<file path="config.mk">
export PLATFORM = sky130hd
export DESIGN_NAME = spx_alu
export DESIGN_NICKNAME = d
export VERILOG_FILES = /design/src/verilog/spx_alu_pkg.sv /design/src/verilog/spx_alu.sv
export SDC_FILE = /design/constraint.sdc
export NUM_CORES = 1
export LEC_CHECK = 0
export BUFFER_PORTS_ARGS = -buffer_cell sky130_fd_sc_hd__buf_2
export CORE_MARGIN = 5
export CORE_UTILIZATION = 40
export DETAILED_ROUTE_END_ITERATION = 7
export PLACE_DENSITY = 0.62
export RECOVER_POWER = 50
export SLEW_MARGIN = 20
export SYNTH_ARGS = -nofsm -noshare
export SYNTH_HDL_FRONTEND = slang
export SYNTH_SLANG_ARGS = --single-unit
</file>
<file path="constraint.sdc">
create_clock -name i_clk -period 10.5 [get_ports i_clk]
set_clock_uncertainty 0.2 [all_clocks]
set_input_delay 2.1 -clock i_clk [delete_from_list [all_inputs] [get_ports i_clk]]
set_output_delay 2.1 -clock i_clk [all_outputs]
set_load 0.02 [all_outputs]
</file>
<file path="src/verilog/spx_alu_pkg.sv">
package spx_alu_pkg;

  typedef enum logic [4:0] {
    sat_double_add_op,
    sat_double_sub_op,
    usat_add_sub_exchange_op,
    usat_sub_add_exchange_op,
    usat_dual_half_add_op,
    usat_quad_byte_add_op,
    usat_dual_half_sub_op,
    usat_quad_byte_sub_op,
    pack_low_high_op,
    pack_high_low_op,
    sign_ext_byte_op,
    zero_ext_byte_op,
    sign_ext_half_op,
    zero_ext_half_op,
    sign_ext_dual_byte_op,
    zero_ext_dual_byte_op,
    sign_ext_byte_acc_op,
    zero_ext_byte_acc_op,
    sign_ext_half_acc_op,
    zero_ext_half_acc_op,
    sign_ext_dual_byte_acc_op,
    zero_ext_dual_byte_acc_op
  } spx_op_type;

  localparam int SPX_WORD_W = 32;
  localparam logic [31:0] SPX_SMAX = 32'h7FFFFFFF;
  localparam logic [31:0] SPX_SMIN = 32'h80000000;
  localparam logic [31:0] SPX_RESULT_RST = 32'h00000000;
  localparam logic SPX_SAT_FLAG_RST = 1'b0;
  localparam int SPX_RESULT_LATENCY = 1;

endpackage

</file>
<file path="src/verilog/spx_alu.sv">
`timescale 1ns/1ns
// Overview of operation
// - Double-add: saturated double of second, add first
// - Double-sub: saturated double subtracted from first
// - Both steps clamp to signed 32-bit range
// - Any clamp in double ops sets flag
// - Add-sub exchange: sum high, difference low
// - Sub-add exchange: difference high, sum low
// - Unsigned, pack, extend ops keep flags
// - Dual halfword add clamps each lane
// - Quad byte add clamps each lane
// - Dual halfword subtract clamps each lane
// - Quad byte subtract clamps each lane
// - Pack: low from first, high shifted
// - Pack: high from first, low arith-shifted
// - Extensions rotate right by 0/8/16/24
// - Byte or halfword field sign/zero extended
// - Dual byte: bits 7..0, 23..16 extended
// - Accumulate forms add to word or halves
// - Extensions leave flags unchanged
// - Flag sticky until status write clears
module spx_alu
  import spx_alu_pkg::*;
#(
  parameter int WIDTH = SPX_WORD_W
) (
  // Clock and reset
  input wire logic i_clk,
  input wire logic i_nrst,
  input wire logic i_ce,
  // Issue
  input wire logic i_valid,
  input wire spx_op_type i_op,
  input wire logic [31:0] i_op_a,
  input wire logic [31:0] i_op_b,
  input wire logic [4:0] i_shift_amt,
  input wire logic [1:0] i_rotate_sel,
  // Status register write
  input wire logic i_status_register_write,
  input wire logic i_sat_flag_wdata,
  // Result
  output logic o_valid,
  output logic [31:0] o_result,
  output logic o_sat_flag
);

  logic valid_reg;
  logic [31:0] result_reg;
  logic sat_flag_reg;
  logic [31:0] result_next;
  logic sat_flag_next;

  // Signed 33-bit arithmetic so each clamp sees the true value
  wire logic signed [32:0] dbl_full = {i_op_b[31], i_op_b} + {i_op_b[31], i_op_b};
  wire logic dbl_sat = dbl_full[32] != dbl_full[31];
  wire logic [31:0] dbl_val = !dbl_sat ? dbl_full[31:0] :
    (dbl_full[32] ? SPX_SMIN : SPX_SMAX);
  wire logic is_sub = i_op == sat_double_sub_op;
  wire logic [32:0] dbl_ext = {dbl_val[31], dbl_val};
  wire logic [32:0] acc_full = is_sub ? {i_op_a[31], i_op_a} - dbl_ext
                                      : {i_op_a[31], i_op_a} + dbl_ext;
  wire logic acc_sat = acc_full[32] != acc_full[31];
  wire logic [31:0] acc_val = !acc_sat ? acc_full[31:0] :
    (acc_full[32] ? SPX_SMIN : SPX_SMAX);

  // Unsigned lanes, one generate per lane
  logic [31:0] hadd;
  logic [31:0] hsub;
  logic [31:0] badd;
  logic [31:0] bsub;
  genvar g;
  generate
    for (g = 0; g < 2; g++) begin : g_half
      wire logic [16:0] s = {1'b0, i_op_a[16*g+:16]} + {1'b0, i_op_b[16*g+:16]};
      wire logic [16:0] d = {1'b0, i_op_a[16*g+:16]} - {1'b0, i_op_b[16*g+:16]};
      assign hadd[16*g+:16] = s[16] ? 16'hFFFF : s[15:0];
      assign hsub[16*g+:16] = d[16] ? 16'h0000 : d[15:0];
    end
    for (g = 0; g < 4; g++) begin : g_byte
      wire logic [8:0] s = {1'b0, i_op_a[8*g+:8]} + {1'b0, i_op_b[8*g+:8]};
      wire logic [8:0] d = {1'b0, i_op_a[8*g+:8]} - {1'b0, i_op_b[8*g+:8]};
      assign badd[8*g+:8] = s[8] ? 8'hFF : s[7:0];
      assign bsub[8*g+:8] = d[8] ? 8'h00 : d[7:0];
    end
  endgenerate

  // Exchange forms: low of a with high of b, high of a with low of b
  wire logic [16:0] x_sum = {1'b0, i_op_a[15:0]} + {1'b0, i_op_b[31:16]};
  wire logic [16:0] x_dif = {1'b0, i_op_a[31:16]} - {1'b0, i_op_b[15:0]};
  wire logic [15:0] x_sum_sat = x_sum[16] ? 16'hFFFF : x_sum[15:0];
  wire logic [15:0] x_dif_sat = x_dif[16] ? 16'h0000 : x_dif[15:0];
  wire logic [31:0] asx_val = {x_sum_sat, x_dif_sat};
  wire logic [31:0] sax_val = {x_dif_sat, x_sum_sat};

  // Pack; the top-low form shifts arithmetically so sign fills from the left
  wire logic [31:0] shl_b = i_op_b << i_shift_amt;
  wire logic [31:0] asr_b = $signed(i_op_b) >>> i_shift_amt;
  wire logic [31:0] pkbt_val = {shl_b[31:16], i_op_a[15:0]};
  wire logic [31:0] pktb_val = {i_op_a[31:16], asr_b[15:0]};

  // Extension: rotate by whole bytes only, 00 means none
  wire logic [4:0] rot_amt = {i_rotate_sel, 3'b000};
  wire logic [31:0] rot_b = (i_op_b >> rot_amt) | (i_op_b << (6'd32 - {1'b0, rot_amt}));
  wire logic [31:0] sxb = {{24{rot_b[7]}}, rot_b[7:0]};
  wire logic [31:0] uxb = {24'h000000, rot_b[7:0]};
  wire logic [31:0] sxh = {{16{rot_b[15]}}, rot_b[15:0]};
  wire logic [31:0] uxh = {16'h0000, rot_b[15:0]};
  wire logic [31:0] sxb16 = {{8{rot_b[23]}}, rot_b[23:16], {8{rot_b[7]}}, rot_b[7:0]};
  wire logic [31:0] uxb16 = {8'h00, rot_b[23:16], 8'h00, rot_b[7:0]};

  // Accumulate; dual forms add per halfword with no carry between halves
  logic [31:0] sxb16_acc;
  logic [31:0] uxb16_acc;
  generate
    for (g = 0; g < 2; g++) begin : g_acc
      assign sxb16_acc[16*g+:16] = i_op_a[16*g+:16] + sxb16[16*g+:16];
      assign uxb16_acc[16*g+:16] = i_op_a[16*g+:16] + uxb16[16*g+:16];
    end
  endgenerate
  wire logic [31:0] sxb_acc = i_op_a + sxb;
  wire logic [31:0] uxb_acc = i_op_a + uxb;
  wire logic [31:0] sxh_acc = i_op_a + sxh;
  wire logic [31:0] uxh_acc = i_op_a + uxh;

  wire logic is_double = (i_op == sat_double_add_op) || is_sub;
  wire logic sat_event = i_valid && is_double && (dbl_sat || acc_sat);

  // One-hot decode; a code outside the enum selects nothing and yields zero
  wire logic sel_asx = i_op == usat_add_sub_exchange_op;
  wire logic sel_sax = i_op == usat_sub_add_exchange_op;
  wire logic sel_hadd = i_op == usat_dual_half_add_op;
  wire logic sel_badd = i_op == usat_quad_byte_add_op;
  wire logic sel_hsub = i_op == usat_dual_half_sub_op;
  wire logic sel_bsub = i_op == usat_quad_byte_sub_op;
  wire logic sel_pkbt = i_op == pack_low_high_op;
  wire logic sel_pktb = i_op == pack_high_low_op;
  wire logic sel_sxb = i_op == sign_ext_byte_op;
  wire logic sel_uxb = i_op == zero_ext_byte_op;
  wire logic sel_sxh = i_op == sign_ext_half_op;
  wire logic sel_uxh = i_op == zero_ext_half_op;
  wire logic sel_sxb16 = i_op == sign_ext_dual_byte_op;
  wire logic sel_uxb16 = i_op == zero_ext_dual_byte_op;
  wire logic sel_sxb_acc = i_op == sign_ext_byte_acc_op;
  wire logic sel_uxb_acc = i_op == zero_ext_byte_acc_op;
  wire logic sel_sxh_acc = i_op == sign_ext_half_acc_op;
  wire logic sel_uxh_acc = i_op == zero_ext_half_acc_op;
  wire logic sel_sxb16_acc = i_op == sign_ext_dual_byte_acc_op;
  wire logic sel_uxb16_acc = i_op == zero_ext_dual_byte_acc_op;

  // Flat AND-OR select; the selects are mutually exclusive
  assign result_next = ({32{is_double}} & acc_val)
    | ({32{sel_asx}} & asx_val)
    | ({32{sel_sax}} & sax_val)
    | ({32{sel_hadd}} & hadd)
    | ({32{sel_badd}} & badd)
    | ({32{sel_hsub}} & hsub)
    | ({32{sel_bsub}} & bsub)
    | ({32{sel_pkbt}} & pkbt_val)
    | ({32{sel_pktb}} & pktb_val)
    | ({32{sel_sxb}} & sxb)
    | ({32{sel_uxb}} & uxb)
    | ({32{sel_sxh}} & sxh)
    | ({32{sel_uxh}} & uxh)
    | ({32{sel_sxb16}} & sxb16)
    | ({32{sel_uxb16}} & uxb16)
    | ({32{sel_sxb_acc}} & sxb_acc)
    | ({32{sel_uxb_acc}} & uxb_acc)
    | ({32{sel_sxh_acc}} & sxh_acc)
    | ({32{sel_uxh_acc}} & uxh_acc)
    | ({32{sel_sxb16_acc}} & sxb16_acc)
    | ({32{sel_uxb16_acc}} & uxb16_acc);

  // Saturation wins over a same-cycle software clear so no event is lost
  wire logic flag_kept = i_status_register_write ? i_sat_flag_wdata
    : sat_flag_reg;
  assign sat_flag_next = sat_event || flag_kept;

  always_ff @(posedge i_clk) begin
    if (!i_nrst) begin
      valid_reg <= 1'b0;
      result_reg <= SPX_RESULT_RST;
      sat_flag_reg <= SPX_SAT_FLAG_RST;
    end else if (i_ce) begin
      valid_reg <= i_valid;
      sat_flag_reg <= sat_flag_next;
      if (i_valid) begin
        result_reg <= result_next;
      end
    end
  end

  assign o_valid = valid_reg;
  assign o_result = result_reg;
  assign o_sat_flag = sat_flag_reg;

endmodule

</file>
==> results of run 1 <==
## logic make-up (layout without fill, tap and decap cells)
family,count (synthesis),after routing,share of synthesized area (%)
compound gates,1094,1094,35.8
xor+xnor,210,210,9.23
fa+ha+maj,217,217,14.1
buf+inv,302,290,5.90
flops,34,34,3.40
mux,139,139,11.1
other cells,0,3,0
simple gates,857,857,20.5
## layer usage
metal / GRT usage (%) / up-vias / share of wire (%)
met4: 18.2 / 6 / 5.6
met2: 57.3 / 1834 / 41
met3: 8.23 / 352 / 13
met5: 1.56 / - / 0.13
li1: - / 10810 / -
met1: 53.4 / 11878 / 40
## layout make-up
| cell class | count | area share, % |
|---|---|---|
| Tap cell | 672 | 3.96 |
| Timing Repair Buffer | 167 | 4.37 |
| Sequential cell | 34 | 3.21 |
| Multi-Input combinational cell | 2517 | 85.7 |
| Clock inverter | 2 | 0.0589 |
| Inverter | 115 | 2.03 |
| Clock buffer | 6 | 0.654 |
| Antenna cell | 3 | 0.0354 |
## power breakdown
group / internal (W) / switching, W / total, W
clock network: 0.0000944 / 0.0000731 / 0.000167
logic: 0.000552 / 0.00107 / 0.00162
registers: 0.000139 / 0.00000784 / 0.000147
total: 0.000785 / 0.00115 / 0.00194
## worst max path at each step
| stage | startpoint | endpoint | slack, ns | cells after the start |
|---|---|---|---|---|
| floorplan | i_rotate_sel[0] | o_result[28] | 2.70 | 20 |
| global placement | i_op_b[30] | o_result[12] | 1.36 | 26 |
| detailed placement | i_op_b[30] | o_result[21] | 1.10 | 26 |
| CTS | i_op_b[30] | o_result[21] | 1.42 | 26 |
| global route | i_op_b[30] | o_result[0] | 0.72 | 27 |
| finish | i_op_b[30] | o_result[0] | 1.25 | 26 |
## sequential cells by signal, indices dropped and copies added, names as in the netlist
name,cells
o_result,32
o_sat_flag,1
o_valid,1
## critical path, stage by stage
cell and delay [ns]:
buf_2 0.09, inv_1 0.05, ha_1 0.67, inv_1 0.43, o21ai_0 0.35, ha_1 0.19
nor2b_1 0.14, o21ai_0 0.20, nand2b_1 0.27, a211oi_1 0.50, nor3_1 0.12, nor2_1 0.12
nor2_1 0.10, a21oi_1 0.24, ha_1 0.34, nand2_1 0.11, o21ai_0 0.14, a221oi_1 0.65
nand3_1 0.23, a21oi_1 0.39, nor2_1 0.10, a211oi_1 0.60, xnor2_2 0.23, buf_4 0.41
o21ai_0 0.18, a41oi_1 0.26
## stage by stage
stage          setup WS [ns]  utilization (%)  instances  cell area, sq um
5_1_grt                0.720             42.6       3515             21200
4_1_cts                 1.42             42.6       3513             21300
3_5_place_dp            1.10             42.3       3505             21100
6_report                1.25             42.6       3516             21200
2_1_floorplan           2.70                -       2853             20000
3_3_place_gp            1.36             42.3       3505             21100
## synthesized netlist by cell type, drive strengths merged, types with 15 or more instances
cell	instances	area share, %
o21bai	29	1.1
clkbuf	148	2.8
ha	204	13
a41oi	19	0.83
mux2i	64	3.2
mux4	66	7.4
o21ai	291	7.3
or2	18	0.56
dfxtp	34	3.4
nand2b	38	1.2
or3	28	0.88
a31oi	52	1.6
a211oi	55	2.1
o21a	33	1.2
xnor2	149	6.6
buf	39	0.96
nor3	61	1.5
o22ai	22	0.69
nand4	37	1.2
nand3	53	1.3
and3	27	0.84
nor2	263	4.9
a221oi	30	1.3
nand2	227	4.3
o211ai	38	1.4
a21o	83	3.1
inv	112	2.1
a21oi	237	5.9
nor4	15	0.50
o31ai	24	0.93
nor2b	26	0.81
xor2	61	2.7
## cells in the final DEF (no fill, tap or decap), types with 18 or more instances in the layout
master      n
nor2_1    263
buf_4      54
a31oi_1    52
xnor2_1   147
buf_2      79
clkbuf_1   34
o22ai_1    22
a21oi_1   236
nand2b_1   38
mux4_2     66
nor3_1     59
and3_1     27
o21a_1     33
ha_1      204
nand2_1   227
o31ai_1    23
o21bai_1   29
o211ai_1   38
nor2b_1    26
o21ai_0   280
a221oi_1   30
a211oi_1   55
mux2i_1    64
nand4_1    37
inv_1     112
a41oi_1    19
a21o_1     83
nand3_1    53
or3_1      28
dfxtp_1    34
or2_2      18
xor2_1     61
==> results.py, run 1 <==
metrics = {
    "cells_and_area": {
        "area_growth_pct": 6.08,
        "num-fill-cells": 5293,
        "seqCellArea_sq_um": 681,
        "drive_gt1_share_pct": 9.08,
        "nNetsFinal": 3139,
        "multiInputGateArea_sq_um": 18200,
    },
    "logic_synthesis": {
        "yosysWarnings": 0,
        "seq_area_frac_synth_pct": 3.40,
        "synth_ff_type": "dfxtp_1",
        "synth_edf_count": 0,
        "synth_area_sq_um": 20000,
        "synthesis.area_per_instance_sq_um": 7.01,
        "synth_cell_type_count": 89,
        "synth_nets": 3152,
        "syn-instance-count": 2853,
        "ys_ff_latch": 34,
        "async_flop_share_pct": 0,
    },
    "setup_path": {
        "reg2regPathDepth": 3,
        "crit_type": "in -> reg",
        "reg2reg_slack_ns": 9.10,
        "cp.arrival_ns": 9.27,
        "start_kind": "primary input",
        "cp_max_fo": 26,
        "r2r-end": "o_result[31]",
        "crit_path_end_kind": "flop",
        "worstPathRequired_ns": 10.52,
        "reg2reg_from": "o_result[31]",
    },
    "timing": {
        "max_slew_margin_pct": -32.3,
        "period_needed_ns": 9.25,
        "worst_pin_slew_ns": 1.98,
        "hold_slack_ns": 0.297,
        "drv_slew": 35,
        "rsz0062_at_grt": "no",
        "tns_ns": 0,
        "setup_viol": 0,
        "min_period_over_period_pct": 88.1,
        "hold_viol": 0,
        "fmaxAchievable_ghz": 0.108,
    },
    "global_routing": {
        "grt_pass1_vias": 22999,
        "grt_usage_pct": 38.7,
        "grt_pass1_wl_microns": 157000,
        "grt_max_degree": 79,
        "gr-total-overflow": 0,
        "antenna_found_initial": 5,
    },
    "clocking": {
        "clkTransAtPathRegs_ns": 0.07,
        "cts_inserted_buffers": 5,
        "htreeDepth": 2,
        "postCtsSetupRepairBufs": 0,
        "root_buffer": "clkbuf_16",
        "cts_resized": 0,
        "postCtsHoldBufs": 0,
        "clk_latency_ns": 0.30,
        "cts_tree": "yes",
        "cts_num_sinks": 34,
        "clk_path_buf_depth": 2,
    },
    "route": {
        "wl_microns": 111000,
        "drt-vias-per-instance": 7.08,
        "drt-initial-drc-count": 3700,
        "vias": 24880,
        "drc": 11,
        "ant_nets": 0,
        "wl_per_cell_microns": 31.6,
        "dr.pass1.iters": 8,
    },
    "die": {
        "start_util_pct": 40.1,
        "die_y_microns": 234,
        "row_count": 82,
        "dieArea_sq_um": 54600,
        "coreArea_sq_um": 49900,
        "num_io_pins": 116,
        "die_width_microns": 234,
    },
    "worst_hold_path": {
        "hold_depth": 2,
        "holdPathEnd": "o_valid",
        "hold_class": "reg -> reg",
        "worstHoldStart": "o_valid",
    },
    "placed_design": {
        "numPortBuffers": 115,
        "place_congestion": 1.03,
        "dp_hpwl_microns": 86300,
    },
    "pwr": {
        "leakage_nw": 8.45,
        "cellPowerDensity_nw_per_um2": 91.3,
        "power.total_w": 0.00194,
        "ir_drop_v": 0.0000664,
    },
    "flow_run": {
        "max_cap_violations": 1,
    },
    "status": {
        "status": "finished, violations left",
        "violations": "DRC, capacitance limit, slew limit",
    },
}
No activity file was read; power rests on OpenSTA's default activity.
==> run 2: changes to the inputs <==
- CORE_MARGIN: 5 -> 4
- CTS_BUF_LIST: not set -> sky130_fd_sc_hd__clkbuf_4
==> results.py, run 2 (synthesis gave the netlist of run 1 again) <==
metrics = {
    "die": {
        "coreArea_sq_um": 49200,
        "die_y_microns": 232,
        "die_width_microns": 232,
        "num_io_pins": 116,
        "dieArea_sq_um": 53700,
        "start_util_pct": 40.7,
        "row_count": 81,
    },
    "placed_design": {
        "numPortBuffers": 115,
        "dpl.cell_count": 3493,
        "place_congestion": 1.05,
        "dp_hpwl_microns": 88200,
    },
    "setup_path": {
        "reg2regPathDepth": 3,
        "reg2reg_slack_ns": 9.10,
        "reg2reg_from": "o_result[31]",
        "cpMaxStageDelayCell": "ha_1",
        "crit_type": "in -> reg",
        "cp.arrival_ns": 8.91,
        "crit_path_end_kind": "flop",
        "slowest_delay_ns": 0.64,
        "cp_common_cell": "o21ai_0",
        "r2r-end": "o_result[31]",
        "worstPathRequired_ns": 10.66,
        "cp_max_fo": 26,
        "start_kind": "primary input",
    },
    "global_routing": {
        "grt_pass1_vias": 23273,
        "gr-total-overflow": 0,
        "grt_pass1_wl_microns": 162000,
        "antenna_found_initial": 8,
        "grt_max_degree": 79,
        "grt_usage_pct": 40.5,
    },
    "clocking": {
        "cts_num_sinks": 34,
        "cts_resized": 0,
        "clk_path_buf_depth": 2,
        "postCtsSetupRepairBufs": 0,
        "cts_tree": "yes",
        "htreeDepth": 2,
        "clkTransAtPathRegs_ns": 0.18,
        "root_buffer": "clkbuf_4",
        "cts_inserted_buffers": 5,
        "clk_latency_ns": 0.43,
        "postCtsHoldBufs": 0,
    },
    "worst_hold_path": {
        "hold_depth": 2,
        "hold_class": "reg -> reg",
        "holdPathEnd": "o_valid",
        "worstHoldStart": "o_valid",
    },
    "timing": {
        "max_slew_margin_pct": -29.0,
        "hold_viol": 0,
        "drv_slew": 35,
        "rsz0062_at_grt": "no",
        "min_period_over_period_pct": 83.4,
        "setup_viol": 0,
        "worst_pin_slew_ns": 1.94,
        "tns_ns": 0,
        "period_needed_ns": 8.75,
        "fmaxAchievable_ghz": 0.114,
    },
    "pwr": {
        "power.total_w": 0.00191,
        "leakage_nw": 8.41,
        "power.internal_w": 0.000741,
        "pwr-share-seq_pct": 7.7,
        "pwr-share-clk_pct": 6.4,
        "combPwrFrac_pct": 85.9,
        "ir_drop_v": 0.0000726,
        "total_switching_power_w": 0.00117,
        "sw_frac_of_total_pct": 61.2,
        "cellPowerDensity_nw_per_um2": 90.3,
    },
    "route": {
        "wl_microns": 114000,
        "vias": 25059,
        "wl_per_cell_microns": 32.6,
        "drt-vias-per-instance": 7.15,
        "drt-initial-drc-count": 3743,
        "ant_nets": 0,
        "dr.pass1.iters": 6,
        "drc": 0,
    },
    "cells_and_area": {
        "largest_reg_flops": 32,
        "instances_no_fill": 3506,
        "drive_gt1_share_pct": 9.02,
        "final_common_cell": "o21ai_0",
        "mostFrequentLayoutCells": "280 x o21ai_0, 263 x nor2_1, 236 x a21oi_1, 227 x nand2_1, 204 x ha_1",
        "area_growth_pct": 5.63,
        "nNetsFinal": 3135,
    },
    "status": {
        "violations": "capacitance limit, slew limit",
        "status": "finished, violations left",
    },
    "flow_run": {
        "max_cap_violations": 1,
    },
}
[run 2: through the flow]
stage	util, %	setup WS (ns)	area [sq um]	hold WS, ns
2_1_floorplan	-	2.70	20000	0.353
3_3_place_gp	42.9	1.69	21100	0.275
3_5_place_dp	42.9	1.49	21100	0.277
4_1_cts	43.0	1.97	21200	0.300
5_1_grt	43.0	1.34	21100	0.342
6_report	43.0	1.75	21100	0.308
[run 2: cell type report]
class                      count  area [sq um]
antenna                        5          12.5
inverter                     115           432
fill                        5191         28000
sequential                    34           681
clock buffer                   5          37.5
timing repair buffer         163           898
clock inverter                 3          40.0
multi-input combinational   2517         18200
tap                          664           831
[run 2: worst max-delay path: cells and delay by family]
kind	cells	cell delay [ns]
simple gates	8	1.22
fa+ha+maj	3	1.14
xor+xnor	1	0.23
compound gates	10	3.31
buf+inv	5	0.87
[run 2: per-layer routing]
metal	share of wire, %	up-vias	global-route usage (%)
met5	0.026	-	0
met1	40	12000	54.2
met4	5.5	4	17.1
met2	41	1855	61.0
li1	-	10809	-
met3	13	391	11.7
[run 2: how the worst max path moves through the flow]
stage / from / to / cells after the start
after floorplan: i_rotate_sel[0] / o_result[28] / 20
after global placement: i_op_b[30] / o_result[21] / 27
after detailed placement: i_op_b[30] / o_result[21] / 27
after CTS: i_op_b[30] / o_result[26] / 27
after global routing: i_op_b[30] / o_result[26] / 27
final: i_op_b[30] / o_result[12] / 27
[run 2: power groups by stage]
stage                     sequential [W]  clock, W  combinational, W
after CTS                       0.000146  0.000120           0.00158
after detailed placement        0.000149         0           0.00157
final                           0.000147  0.000122           0.00164
after global routing            0.000148  0.000122           0.00173
after floorplan                 0.000158         0           0.00103
after global placement          0.000149         0           0.00156
